`src/logic/tdmmx_defs.svh`:
```
/*
 constants of the 2048 kbit/s slot multiplexer: register offsets, field positions,
 reset values and timing figures.
 assumes inclusion by bare name from the package and the design files.
*/
`ifndef TDMMX_DEFS_SVH
`define TDMMX_DEFS_SVH

// timing
`define TDMMX_CLK_HZ 200000000
`define TDMMX_BIT_HZ 2048000
`define TDMMX_BIT_GAP_MIN 8'h61
`define TDMMX_BIT_GAP_MAX 8'h62

// frame layout
`define TDMMX_SLOT_ALIGN 5'h00
`define TDMMX_SLOT_SIG 5'h10
`define TDMMX_SLOTS 32
`define TDMMX_VOICE_INV 8'h55
`define TDMMX_NUM_VOICE 5'h1E
`define TDMMX_NO_GROUP 3'h7

// register offsets
`define TDMMX_OFS_CTRL 6'h00
`define TDMMX_OFS_MAP 6'h01
`define TDMMX_OFS_VOICE 6'h02
`define TDMMX_OFS_STATUS 6'h03

// control fields and reset values
`define TDMMX_CTRL_TSRC 1:0
`define TDMMX_CTRL_VOICE 2
`define TDMMX_CTRL_SOUND 13:8
`define TDMMX_MAP_RST 32'h1E0E1606

// voice sample fields
`define TDMMX_VOICE_MAG 11:0
`define TDMMX_VOICE_NEG 12
`define TDMMX_VOICE_CH 20:16

// bus answers
`define TDMMX_RESP_OKAY 2'h0
`define TDMMX_RESP_DECERR 2'h3

`endif

```
`src/logic/tdmmx_pkg.sv`:
```
/*
 types of the 2048 kbit/s slot multiplexer: port vectors, modes, state record
 and the companding function.
 assumes tdmmx_defs.svh is on the include path.
*/
`include "tdmmx_defs.svh"

package tdmmx_pkg;

	typedef logic [3:0] tdmmx_acc_t;
	typedef logic [5:0] tdmmx_snd_t;

	typedef enum logic [1:0] {
		TSRC_INTERNAL = 2'h0,
		TSRC_EXTERNAL = 2'h1,
		TSRC_RECEIVED = 2'h2
	} tdmmx_tsrc_t;

	typedef enum logic [3:0] {
		SRC_PASS = 4'h1,
		SRC_SOUND = 4'h2,
		SRC_ACCESS = 4'h4,
		SRC_VOICE = 4'h8
	} tdmmx_src_t;

	typedef struct packed {
		logic awready;
		logic wready;
		logic bvalid;
		logic [1:0] bresp;
		logic arready;
		logic rvalid;
		logic [1:0] rresp;
		logic [31:0] rdata;
		logic aw_have;
		logic [5:0] aw_word;
		logic w_have;
		logic [31:0] wdata;
		logic [3:0] wstrb;
		logic [31:0] ctrl;
		logic [31:0] map;
		logic mem_we;
		logic [4:0] mem_waddr;
		logic [7:0] mem_wdata;
		logic [31:0] nco;
		logic strobe;
		logic [2:0] ref_s;
		logic [2:0] rcv_s;
		logic [1:0] ifs_s;
		logic [1:0] efs_s;
		logic [1:0] ins_s;
		logic [1:0] ext_s;
		tdmmx_acc_t a64_s1;
		tdmmx_acc_t a64_s2;
		tdmmx_snd_t snd_s1;
		tdmmx_snd_t snd_s2;
		logic [7:0] ipos;
		logic [7:0] epos;
		logic ins_out;
		logic ext_out;
		tdmmx_acc_t e64_out;
		tdmmx_snd_t esnd_out;
		tdmmx_acc_t acc_act;
		tdmmx_snd_t snd_act;
		logic timing_out;
		logic sound_timing;
		logic [7:0] gap;
		logic [15:0] frames;
	} tdmmx_state_t;

	// linear sign-magnitude sample to eight-bit segment code, before inversion
	function automatic logic [7:0] tdmmx_alaw(input logic neg, input logic [11:0] mag);
		logic [2:0] seg;
		logic [3:0] mant;
		seg = 3'h0;
		mant = mag[4:1];
		for (int k = 1; k < 8; k++) begin
			if (mag[k + 4]) begin
				seg = 3'(k);
				mant = mag[k + 3 -: 4];
			end
		end
		return {~neg, seg, mant};
	endfunction

	// slot to sound-programme group A..F, or none
	function automatic logic [2:0] tdmmx_group(input logic [4:0] slot);
		logic [4:0] rel;
		rel = 5'h00;
		if (slot >= 5'h01 && slot <= 5'h0F) begin
			rel = slot - 5'h01;
			return 3'(rel / 5'h05);
		end
		if (slot >= 5'h11) begin
			rel = slot - 5'h11;
			return 3'(rel / 5'h05) + 3'h3;
		end
		return `TDMMX_NO_GROUP;
	endfunction

endpackage

```
`src/logic/tdmmx_mem_if.sv`:
```
/*
 carrier between the multiplexer core and its voice slot memory.
 assumes one clock shared by both ends.
*/
`timescale 1ns/1ps

interface tdmmx_mem_if;
	logic we;
	logic [4:0] waddr;
	logic [7:0] wdata;
	logic [4:0] raddr;
	logic [7:0] rdata;
	modport ctrl (output we, output waddr, output wdata, output raddr, input rdata);
	modport ram (input we, input waddr, input wdata, input raddr, output rdata);
endinterface

```
`src/logic/tdmmx_slot_ram.sv`:
```
/*
 voice slot memory: one encoded byte per frame slot, registered read data.
 assumes write and read come from the same clock domain.
*/
`timescale 1ns/1ps
`include "tdmmx_defs.svh"

module tdmmx_slot_ram (
	// clock
	input wire logic aclk,
	// access
	tdmmx_mem_if.ram mem
);
	import tdmmx_pkg::*;

	logic [7:0] store [`TDMMX_SLOTS];
	logic [7:0] rdata_reg;

	always_ff @(posedge aclk) begin
		if (mem.we) begin
			store[mem.waddr] <= mem.wdata;
		end
		rdata_reg <= store[mem.raddr];
	end

	assign mem.rdata = rdata_reg;
endmodule

```
`src/logic/tdmmx_core.sv`:
```
/*
 2048 kbit/s primary frame slot multiplexer with 64 kbit/s and 320 kbit/s access,
 registers on AXI4-Lite.
 assumes the trunk inputs change on the selected transmit bit timing and that
 frame alignment is found elsewhere and marked by the frame sync pins.
*/
// Implementation choices: the placing of the registers and register access over AXI4-Lite.
// Overview of operation
// - voice samples are companded into eight-bit codes with 256 values
// - even code bits inverted in voice slots only, access slots untouched
// - transmit bits paced at 2048 kbit/s from a fine phase accumulator in internal timing
// - transmit timing from received clock, external 2048 kHz, or internal
// - a timing output follows the transmit bit timing
// - sound timing signal marks each outgoing insertion frame start
// - frame bit 1 in slot 0 passes untouched for the check-bit procedure
// - voice channels 1 to 30 map to slots 1-15 and 17-31
// - four 64 kbit/s ports, each mapped to any usable slot
// - access slots reset to priority order 6, 22, 14, 30
// - sound channels are inserted and extracted by separate logic
// - sound channels A-F occupy fixed five-slot groups
// - slot 16 never carries voice encoded here
`timescale 1ns/1ps
`include "tdmmx_defs.svh"

module tdmmx_core (
	// clock and reset
	input wire logic aclk,
	input wire logic aresetn,
	// register bus
	input wire logic [7:0] s_axi_awaddr,
	input wire logic [2:0] s_axi_awprot,
	input wire logic s_axi_awvalid,
	output logic s_axi_awready,
	input wire logic [31:0] s_axi_wdata,
	input wire logic [3:0] s_axi_wstrb,
	input wire logic s_axi_wvalid,
	output logic s_axi_wready,
	output logic [1:0] s_axi_bresp,
	output logic s_axi_bvalid,
	input wire logic s_axi_bready,
	input wire logic [7:0] s_axi_araddr,
	input wire logic [2:0] s_axi_arprot,
	input wire logic s_axi_arvalid,
	output logic s_axi_arready,
	output logic [31:0] s_axi_rdata,
	output logic [1:0] s_axi_rresp,
	output logic s_axi_rvalid,
	input wire logic s_axi_rready,
	// timing pins
	input wire logic ext_ref_clk_pin,
	input wire logic rcv_line_clk_pin,
	output logic timing_out,
	output logic sound_timing_out,
	// trunk pins
	input wire logic insertion_trunk_input,
	input wire logic insertion_frame_sync,
	output logic insertion_trunk_output,
	input wire logic extraction_trunk_input,
	input wire logic extraction_frame_sync,
	output logic extraction_trunk_output,
	// tributary pins
	input wire tdmmx_pkg::tdmmx_acc_t insertion_64k_port,
	output tdmmx_pkg::tdmmx_acc_t extraction_64k_port,
	output tdmmx_pkg::tdmmx_acc_t access_slot_active,
	input wire tdmmx_pkg::tdmmx_snd_t insertion_sound_port,
	output tdmmx_pkg::tdmmx_snd_t extraction_sound_port,
	output tdmmx_pkg::tdmmx_snd_t sound_slot_active
);
	import tdmmx_pkg::*;

	localparam logic [31:0] NCO_INC =
		32'((64'(`TDMMX_BIT_HZ) << 32) / 64'(`TDMMX_CLK_HZ));

	tdmmx_state_t s_reg;
	tdmmx_state_t s_next;
	tdmmx_mem_if mem ();

	//////////////////////////////////////////////////////////////////////////
	// voice slot memory
	tdmmx_slot_ram u_ram (
		.aclk(aclk),
		.mem(mem)
	);
	assign mem.we = s_reg.mem_we;
	assign mem.waddr = s_reg.mem_waddr;
	assign mem.wdata = s_reg.mem_wdata;
	assign mem.raddr = s_reg.ipos[7:3];

	//////////////////////////////////////////////////////////////////////////
	// slot decode per access port
	logic [7:0] icur;
	logic [7:0] ecur;
	logic [4:0] icur_slot;
	logic [4:0] ecur_slot;
	tdmmx_acc_t ins_hit;
	tdmmx_acc_t ext_hit;
	// frame sync forces bit 0 of slot 0
	assign icur = s_reg.ifs_s[1] ? 8'h00 : s_reg.ipos;
	assign ecur = s_reg.efs_s[1] ? 8'h00 : s_reg.epos;
	assign icur_slot = icur[7:3];
	assign ecur_slot = ecur[7:3];
	genvar gi;
	generate
		for (gi = 0; gi < 4; gi++) begin : g_port
			logic [4:0] ps;
			logic ok;
			assign ps = s_reg.map[8 * gi +: 5];
			assign ok = s_reg.map[8 * gi + 7] && ps != `TDMMX_SLOT_ALIGN
				&& ps != `TDMMX_SLOT_SIG;
			assign ins_hit[gi] = ok && ps == icur_slot;
			assign ext_hit[gi] = ok && ps == ecur_slot;
		end
	endgenerate

	//////////////////////////////////////////////////////////////////////////
	// next state
	always_comb begin
		logic [32:0] acc;
		logic [7:0] vbyte;
		logic [2:0] ig;
		logic [2:0] eg;
		logic [4:0] ch;
		logic [31:0] rd;
		tdmmx_src_t src;
		logic bit_v;
		s_next = s_reg;
		acc = {1'b0, s_reg.nco} + {1'b0, NCO_INC};
		vbyte = mem.rdata ^ `TDMMX_VOICE_INV;
		ig = tdmmx_group(icur_slot);
		eg = tdmmx_group(ecur_slot);
		ch = s_reg.wdata[`TDMMX_VOICE_CH];
		rd = 32'h0000_0000;
		src = SRC_PASS;
		bit_v = 1'b0;

		// pin synchronisers
		s_next.ref_s = {s_reg.ref_s[1:0], ext_ref_clk_pin};
		s_next.rcv_s = {s_reg.rcv_s[1:0], rcv_line_clk_pin};
		s_next.ifs_s = {s_reg.ifs_s[0], insertion_frame_sync};
		s_next.efs_s = {s_reg.efs_s[0], extraction_frame_sync};
		s_next.ins_s = {s_reg.ins_s[0], insertion_trunk_input};
		s_next.ext_s = {s_reg.ext_s[0], extraction_trunk_input};
		s_next.a64_s1 = insertion_64k_port;
		s_next.a64_s2 = s_reg.a64_s1;
		s_next.snd_s1 = insertion_sound_port;
		s_next.snd_s2 = s_reg.snd_s1;

		// transmit bit timing
		s_next.nco = acc[31:0];
		unique case (s_reg.ctrl[`TDMMX_CTRL_TSRC])
			TSRC_EXTERNAL: s_next.strobe = s_reg.ref_s[1] & ~s_reg.ref_s[2];
			TSRC_RECEIVED: s_next.strobe = s_reg.rcv_s[1] & ~s_reg.rcv_s[2];
			default: s_next.strobe = acc[32];
		endcase
		s_next.gap = s_reg.strobe ? 8'h01 : (s_reg.gap == 8'hFF ? 8'hFF : s_reg.gap + 8'h01);

		// bit processing on each strobe
		if (s_reg.strobe) begin
			s_next.timing_out = ~s_reg.timing_out;
			s_next.sound_timing = icur_slot == `TDMMX_SLOT_ALIGN;
			s_next.ipos = icur + 8'h01;
			s_next.epos = ecur + 8'h01;
			if (icur == 8'hFF) begin
				s_next.frames = s_reg.frames + 16'h0001;
			end
			if (icur_slot == `TDMMX_SLOT_ALIGN || icur_slot == `TDMMX_SLOT_SIG) begin
				src = SRC_PASS;
			end else if (ig != `TDMMX_NO_GROUP && s_reg.ctrl[8 + ig]) begin
				src = SRC_SOUND;
			end else if (|ins_hit) begin
				src = SRC_ACCESS;
			end else if (s_reg.ctrl[`TDMMX_CTRL_VOICE]) begin
				src = SRC_VOICE;
			end
			unique case (src)
				SRC_SOUND: bit_v = s_reg.snd_s2[ig];
				SRC_ACCESS: bit_v = (s_reg.a64_s2 & ins_hit) != 4'h0;
				SRC_VOICE: bit_v = vbyte[3'h7 - icur[2:0]];
				SRC_PASS: bit_v = s_reg.ins_s[1];
			endcase
			s_next.ins_out = bit_v;
			s_next.ext_out = s_reg.ext_s[1];
			s_next.acc_act = ext_hit;
			s_next.snd_act = 6'h00;
			for (int k = 0; k < 4; k++) begin
				if (ext_hit[k]) begin
					s_next.e64_out[k] = s_reg.ext_s[1];
				end
			end
			if (eg != `TDMMX_NO_GROUP && s_reg.ctrl[8 + eg]) begin
				s_next.esnd_out[eg] = s_reg.ext_s[1];
				s_next.snd_act[eg] = 1'b1;
			end
		end

		// bus write channel
		s_next.mem_we = 1'b0;
		if (s_reg.awready && s_axi_awvalid) begin
			s_next.aw_have = 1'b1;
			s_next.awready = 1'b0;
			s_next.aw_word = s_axi_awaddr[7:2];
		end
		if (s_reg.wready && s_axi_wvalid) begin
			s_next.w_have = 1'b1;
			s_next.wready = 1'b0;
			s_next.wdata = s_axi_wdata;
			s_next.wstrb = s_axi_wstrb;
		end
		if (s_reg.aw_have && s_reg.w_have && !s_reg.bvalid) begin
			s_next.aw_have = 1'b0;
			s_next.w_have = 1'b0;
			s_next.bvalid = 1'b1;
			s_next.bresp = `TDMMX_RESP_OKAY;
			for (int b = 0; b < 4; b++) begin
				if (s_reg.wstrb[b] && s_reg.aw_word == `TDMMX_OFS_CTRL) begin
					s_next.ctrl[8 * b +: 8] = s_reg.wdata[8 * b +: 8];
				end
				if (s_reg.wstrb[b] && s_reg.aw_word == `TDMMX_OFS_MAP) begin
					s_next.map[8 * b +: 8] = s_reg.wdata[8 * b +: 8];
				end
			end
			if (s_reg.aw_word == `TDMMX_OFS_VOICE) begin
				if (&s_reg.wstrb[2:0] && ch != 5'h00 && ch <= `TDMMX_NUM_VOICE) begin
					s_next.mem_we = 1'b1;
					s_next.mem_waddr = ch <= 5'h0F ? ch : ch + 5'h01;
					s_next.mem_wdata = tdmmx_alaw(s_reg.wdata[`TDMMX_VOICE_NEG],
						s_reg.wdata[`TDMMX_VOICE_MAG]);
				end
			end else if (s_reg.aw_word != `TDMMX_OFS_CTRL && s_reg.aw_word != `TDMMX_OFS_MAP) begin
				s_next.bresp = `TDMMX_RESP_DECERR;
			end
		end
		if (s_reg.bvalid && s_axi_bready) begin
			s_next.bvalid = 1'b0;
			s_next.awready = 1'b1;
			s_next.wready = 1'b1;
		end

		// bus read channel
		if (s_reg.arready && s_axi_arvalid) begin
			s_next.arready = 1'b0;
			s_next.rvalid = 1'b1;
			s_next.rresp = `TDMMX_RESP_OKAY;
			unique case (s_axi_araddr[7:2])
				`TDMMX_OFS_CTRL: rd = s_reg.ctrl & 32'h0000_3F07;
				`TDMMX_OFS_MAP: rd = s_reg.map & 32'h9F9F_9F9F;
				`TDMMX_OFS_VOICE: rd = 32'h0000_0000;
				`TDMMX_OFS_STATUS: rd = {11'h000, s_reg.ipos[7:3], s_reg.frames};
				default: s_next.rresp = `TDMMX_RESP_DECERR;
			endcase
			s_next.rdata = rd;
		end
		if (s_reg.rvalid && s_axi_rready) begin
			s_next.rvalid = 1'b0;
			s_next.arready = 1'b1;
		end
	end

	//////////////////////////////////////////////////////////////////////////
	// state register
	always_ff @(posedge aclk) begin
		if (!aresetn) begin
			s_reg <= '0;
			s_reg.awready <= 1'b1;
			s_reg.wready <= 1'b1;
			s_reg.arready <= 1'b1;
			s_reg.map <= `TDMMX_MAP_RST;
		end else begin
			s_reg <= s_next;
		end
	end

	//////////////////////////////////////////////////////////////////////////
	// outputs
	assign s_axi_awready = s_reg.awready;
	assign s_axi_wready = s_reg.wready;
	assign s_axi_bvalid = s_reg.bvalid;
	assign s_axi_bresp = s_reg.bresp;
	assign s_axi_arready = s_reg.arready;
	assign s_axi_rvalid = s_reg.rvalid;
	assign s_axi_rresp = s_reg.rresp;
	assign s_axi_rdata = s_reg.rdata;
	assign timing_out = s_reg.timing_out;
	assign sound_timing_out = s_reg.sound_timing;
	assign insertion_trunk_output = s_reg.ins_out;
	assign extraction_trunk_output = s_reg.ext_out;
	assign extraction_64k_port = s_reg.e64_out;
	assign access_slot_active = s_reg.acc_act;
	assign extraction_sound_port = s_reg.esnd_out;
	assign sound_slot_active = s_reg.snd_act;
endmodule

```
`config.mk`:
```
export PLATFORM = sky130hd
export DESIGN_NAME = tdmmx_core
export DESIGN_NICKNAME = d
export VERILOG_FILES = /design/src/logic/tdmmx_pkg.sv /design/src/logic/tdmmx_mem_if.sv /design/src/logic/tdmmx_slot_ram.sv /design/src/logic/tdmmx_core.sv
export VERILOG_INCLUDE_DIRS = /design/src /design/src/logic
export SDC_FILE = /design/constraint.sdc
export NUM_CORES = 1
export LEC_CHECK = 0
export ABC_AREA = 1
export BUFFER_PORTS_ARGS = -buffer_cell sky130_fd_sc_hd__clkbuf_2
export CORE_MARGIN = 2
export CORE_UTILIZATION = 60
export DETAILED_ROUTE_END_ITERATION = 10
export PLACE_DENSITY = 0.89
export SETUP_SLACK_MARGIN = 0.15
export SLEW_MARGIN = 5
export SYNTH_ARGS = -nofsm -noshare
export SYNTH_HDL_FRONTEND = slang
export SYNTH_SLANG_ARGS = --single-unit
export TNS_END_PERCENT = 5
```
`constraint.sdc`:
```
create_clock -name aclk -period 4.7 [get_ports aclk]
set_input_delay 1.41 -clock aclk [delete_from_list [all_inputs] [get_ports aclk]]
set_output_delay 1.41 -clock aclk [all_outputs]
set_load 0.02 [all_outputs]
```
==> run_results.csv <==
group,metric,value,unit
sta,finalClockSkew,0.0236,ns
sta,hold_violations,0,
route,viasPerCell,6.15,
sta,period_share,89.1,%
route,wl_met3,6590,um
floorplanning,die_w,197,um
clock_network,cts_buffer_depth,3,
grt,grt_pass1_vias,17100,
setup_path,cp_slowest_cell,"dfxtp_2",
grt,grt_max_degree,70,
setup_path,cpPeakStageDelay,0.41,ns
synthesis,syn_area_per_cell,9.16,um^2
floorplanning,dieArea,0.0387,mm^2
floorplanning,num_rows,70,
setup_path,startpoint,"s_reg[89]$_SDFF_PN0_",
setup_path,reg2reg_depth,36,
grt,grt-ovfl-total,0,
setup_path,arrival,4.66,ns
synthesis,synthDistinctLibCells,56,
synthesis,synthArstFlopShare,0,%
sta,period_minus_slack,4.19,ns
route,routed.top_layer,"met4",
setup_path,startpoint_type,"flop",
sta,slew_headroom,11.2,%
clock_network,clk_latency,0.58,ns
route,wl_met1,23100,um
sta,rsz0062_at_grt,"yes",
flow_run,maxCapViolCount,0,
clock_network,h-tree-depth,2,
cells_and_area,diodes,0,
setup_path,r2r-start,"s_reg[89]$_SDFF_PN0_",
grt,antenna_found_initial,0,
floorplanning,dieHeight,197,um
clock_network,hold_buffers,0,
sta,max_clock_freq,0.239,GHz
sta,fin_setup_tns,0,ns
synthesis,ys_ff_latch,510,
sta,setup_viol,0,
floorplanning,pin_count,146,
floorplanning,design.core.area,0.0366,mm^2
route,wire_per_inst,19.5,um
route,final_antenna_net_count,0,
setup_path,crit_path_end_kind,"flop",
clock_network,cts_tree,"done",
route,wl_met2,26400,um
synthesis,ys_seq_area_share,57.4,%
cells_and_area,largest_register_ffs,256,
power,peakVddDrop,0.333,mV
clock_network,clk_pin_slew,0.06,ns
synthesis,synth_edf_count,256,
setup_path,path_max_fanout,17,
route,drt_iter0_markers,2597,
route,num_vias,18300,
setup_path,worstSetupPathType,"flop to flop",
setup_path,timing.rr.end,"extraction_sound_port[3]$_SDFFE_PN0P_",
setup_path,worst_ep_required_time,5.17,ns
route,drt_wl_total,58100,um
sta,worstMarginPinSlew,1.33,ns
synthesis,syn_inst,2429,
clock_network,clock_sink_count,510,
floorplanning,start_util,60.8,%
placement,hpwl,36600,um
cells_and_area,fillers,2669,
setup_path,endpoint,"extraction_sound_port[3]$_SDFFE_PN0P_",
grt,gr-usage-all-layers,29.6,%
sta,slew_violations,0,
power,power_leakage,9.70,nW
synthesis,ys.flop_type,"edfxtp_1",
grt,grt_pass1_wl,90300,um
setup_path,r2r_slack,0.51,ns
cells_and_area,nets,2572,
synthesis,synth_area,0.0223,mm^2
clock_network,cts-root-buf,"clkbuf_16",
cells_and_area,drive_above_1_share,12.2,%
power,finalPower,9.39,mW
placement,place_congestion,0.916,
synthesis,ys.warnings.count,0,
power,p_per_area,382,mW/mm^2
route,remaining_drc_errors,0,
placement,io_buffers,127,
cells_and_area,syn2layout_area_growth,10.5,%
worst_hold_path,worstHoldPathType,"flop to flop",
clock_network,cts_buffers,50,
run_status,status,"finished clean",
route,drt-pass1-iter-count,6,
[through the flow]
stage	setup slack [ns]	std cells	area (um^2)	util [%]	hold slack (ns)
after floorplan	0.718	2432	22300	-	0.390
after CTS	0.208	2976	24600	67.1	0.414
after global routing	0.108	2978	24600	67.2	0.437
final	0.510	2978	24600	67.2	0.412
after detailed placement	0.249	2882	22800	62.2	0.401
after global placement	0.355	2882	22800	62.2	0.394
[critical path, delay by kind of cell, from the launching register on]
| kind | cells | cell delay, ns |
|---|---|---|
| buf+inv | 7 | 0.45 |
| flops | 1 | 0.41 |
| simple gates | 20 | 1.83 |
| fa+ha+maj | 4 | 0.81 |
| compound gates | 5 | 0.55 |
[routing by layer]
layer / up-vias / GRT usage [%]
met2: 1181 / 46.8
li1: 8391 / -
met5: - / 0
met3: 206 / 5.77
met1: 8542 / 40.9
met4: 0 / 10.9
[cell usage after synthesis (4+ instances only)]
cell	number	share of area [%]
a211oi_1	10	0.34
a21oi_1	170	3.8
a22oi_1	7	0.24
a31oi_1	14	0.39
a32oi_1	7	0.28
buf_1	5	0.084
buf_4	59	2.0
clkbuf_1	96	1.6
dfxtp_1	254	23
edfxtp_1	256	35
ha_1	23	1.3
inv_1	228	3.8
inv_2	10	0.17
nand2_1	296	5.0
nand2_2	18	0.51
nand2_4	10	0.51
nand3_1	81	1.8
nand3_2	11	0.49
nand3b_1	8	0.27
nand4_1	16	0.45
nor2_1	331	5.6
nor2_2	6	0.17
nor3_1	35	0.79
nor3b_1	4	0.13
nor4_1	7	0.20
o211ai_1	14	0.47
o21ai_0	307	6.9
o221ai_1	50	2.0
o22ai_1	33	0.93
xor2_1	19	0.75
[how the worst min path moves through the flow]
stage | endpoint | depth (start not counted) | from | slack [ns]
global route | s_reg[66]$_SDFF_PN0_ | 2 | s_next[66]$_SDFF_PN0_ | 0.44
detailed placement | s_reg[64]$_SDFF_PN0_ | 2 | s_next[64]$_SDFF_PN0_ | 0.40
finish | s_reg[64]$_SDFF_PN0_ | 2 | s_next[64]$_SDFF_PN0_ | 0.41
CTS | s_reg[64]$_SDFF_PN0_ | 2 | s_next[64]$_SDFF_PN0_ | 0.41
global placement | s_reg[85]$_SDFF_PN0_ | 2 | s_next[85]$_SDFF_PN0_ | 0.39
floorplan | s_next[94]$_SDFF_PN0_ | 2 | s_next[93]$_SDFF_PN0_ | 0.39
[power breakdown]
group	total (mW)	internal [mW]	switching [mW]
registers	4.78	4.71	0.0643
clock network	4.26	2.52	1.74
logic	0.354	0.114	0.240
total	9.39	7.35	2.04
[cells by family (layout without fill, tap and decap cells)]
logic type / count (synthesis) / count (layout) / share of synthesized area, %
and+or+nand+nor: 830 / 830 / 16.2
AOI/OAI and AO/OA: 639 / 639 / 16.3
DFF: 510 / 510 / 57.4
buffers and inverters: 405 / 483 / 7.92
adders and majority gates: 23 / 23 / 1.29
xor gates and xnor gates: 21 / 21 / 0.826
other: 1 / 4 / 0.0168
[repair_timing]
action / CTS / global route
gates resized for setup: 0 / 4
buffers inserted: 0 / 2
endpoints found under the hold margin: 0 / 0
endpoints found under the setup margin: 0 / 12
[final cells by class]
cell class                 instances  area, um^2  area share [%]
clock buffer                      70        1470            5.97
sequential                       510       12800            52.0
tap                              468         586            2.38
inverter                         241         907            3.69
timing repair buffer             148         808            3.29
multi-input combinational       1517        7740            31.5
clock inverter                    24         309            1.26
[placed cells by master (no fill, tap or decap), types with 8 or more instances in the layout]
master | synthesis | routed
nor2_1 | 331 | 330
o21ai_0 | 307 | 306
nand2_1 | 296 | 296
edfxtp_1 | 256 | 256
dfxtp_1 | 254 | 252
inv_1 | 228 | 227
a21oi_1 | 170 | 170
clkbuf_2 | 0 | 126
nand3_1 | 81 | 81
clkbuf_16 | 0 | 51
o221ai_1 | 50 | 50
nor3_1 | 35 | 35
o22ai_1 | 33 | 33
ha_1 | 23 | 22
buf_4 | 59 | 21
xor2_1 | 19 | 19
nand2_2 | 18 | 18
nand4_1 | 16 | 16
o211ai_1 | 14 | 14
a31oi_1 | 14 | 14
clkbuf_8 | 0 | 12
inv_2 | 10 | 11
nand3_2 | 11 | 11
nand2_4 | 10 | 10
a211oi_1 | 10 | 10
nand3b_1 | 8 | 8
(Power assumes the default switching activity.)
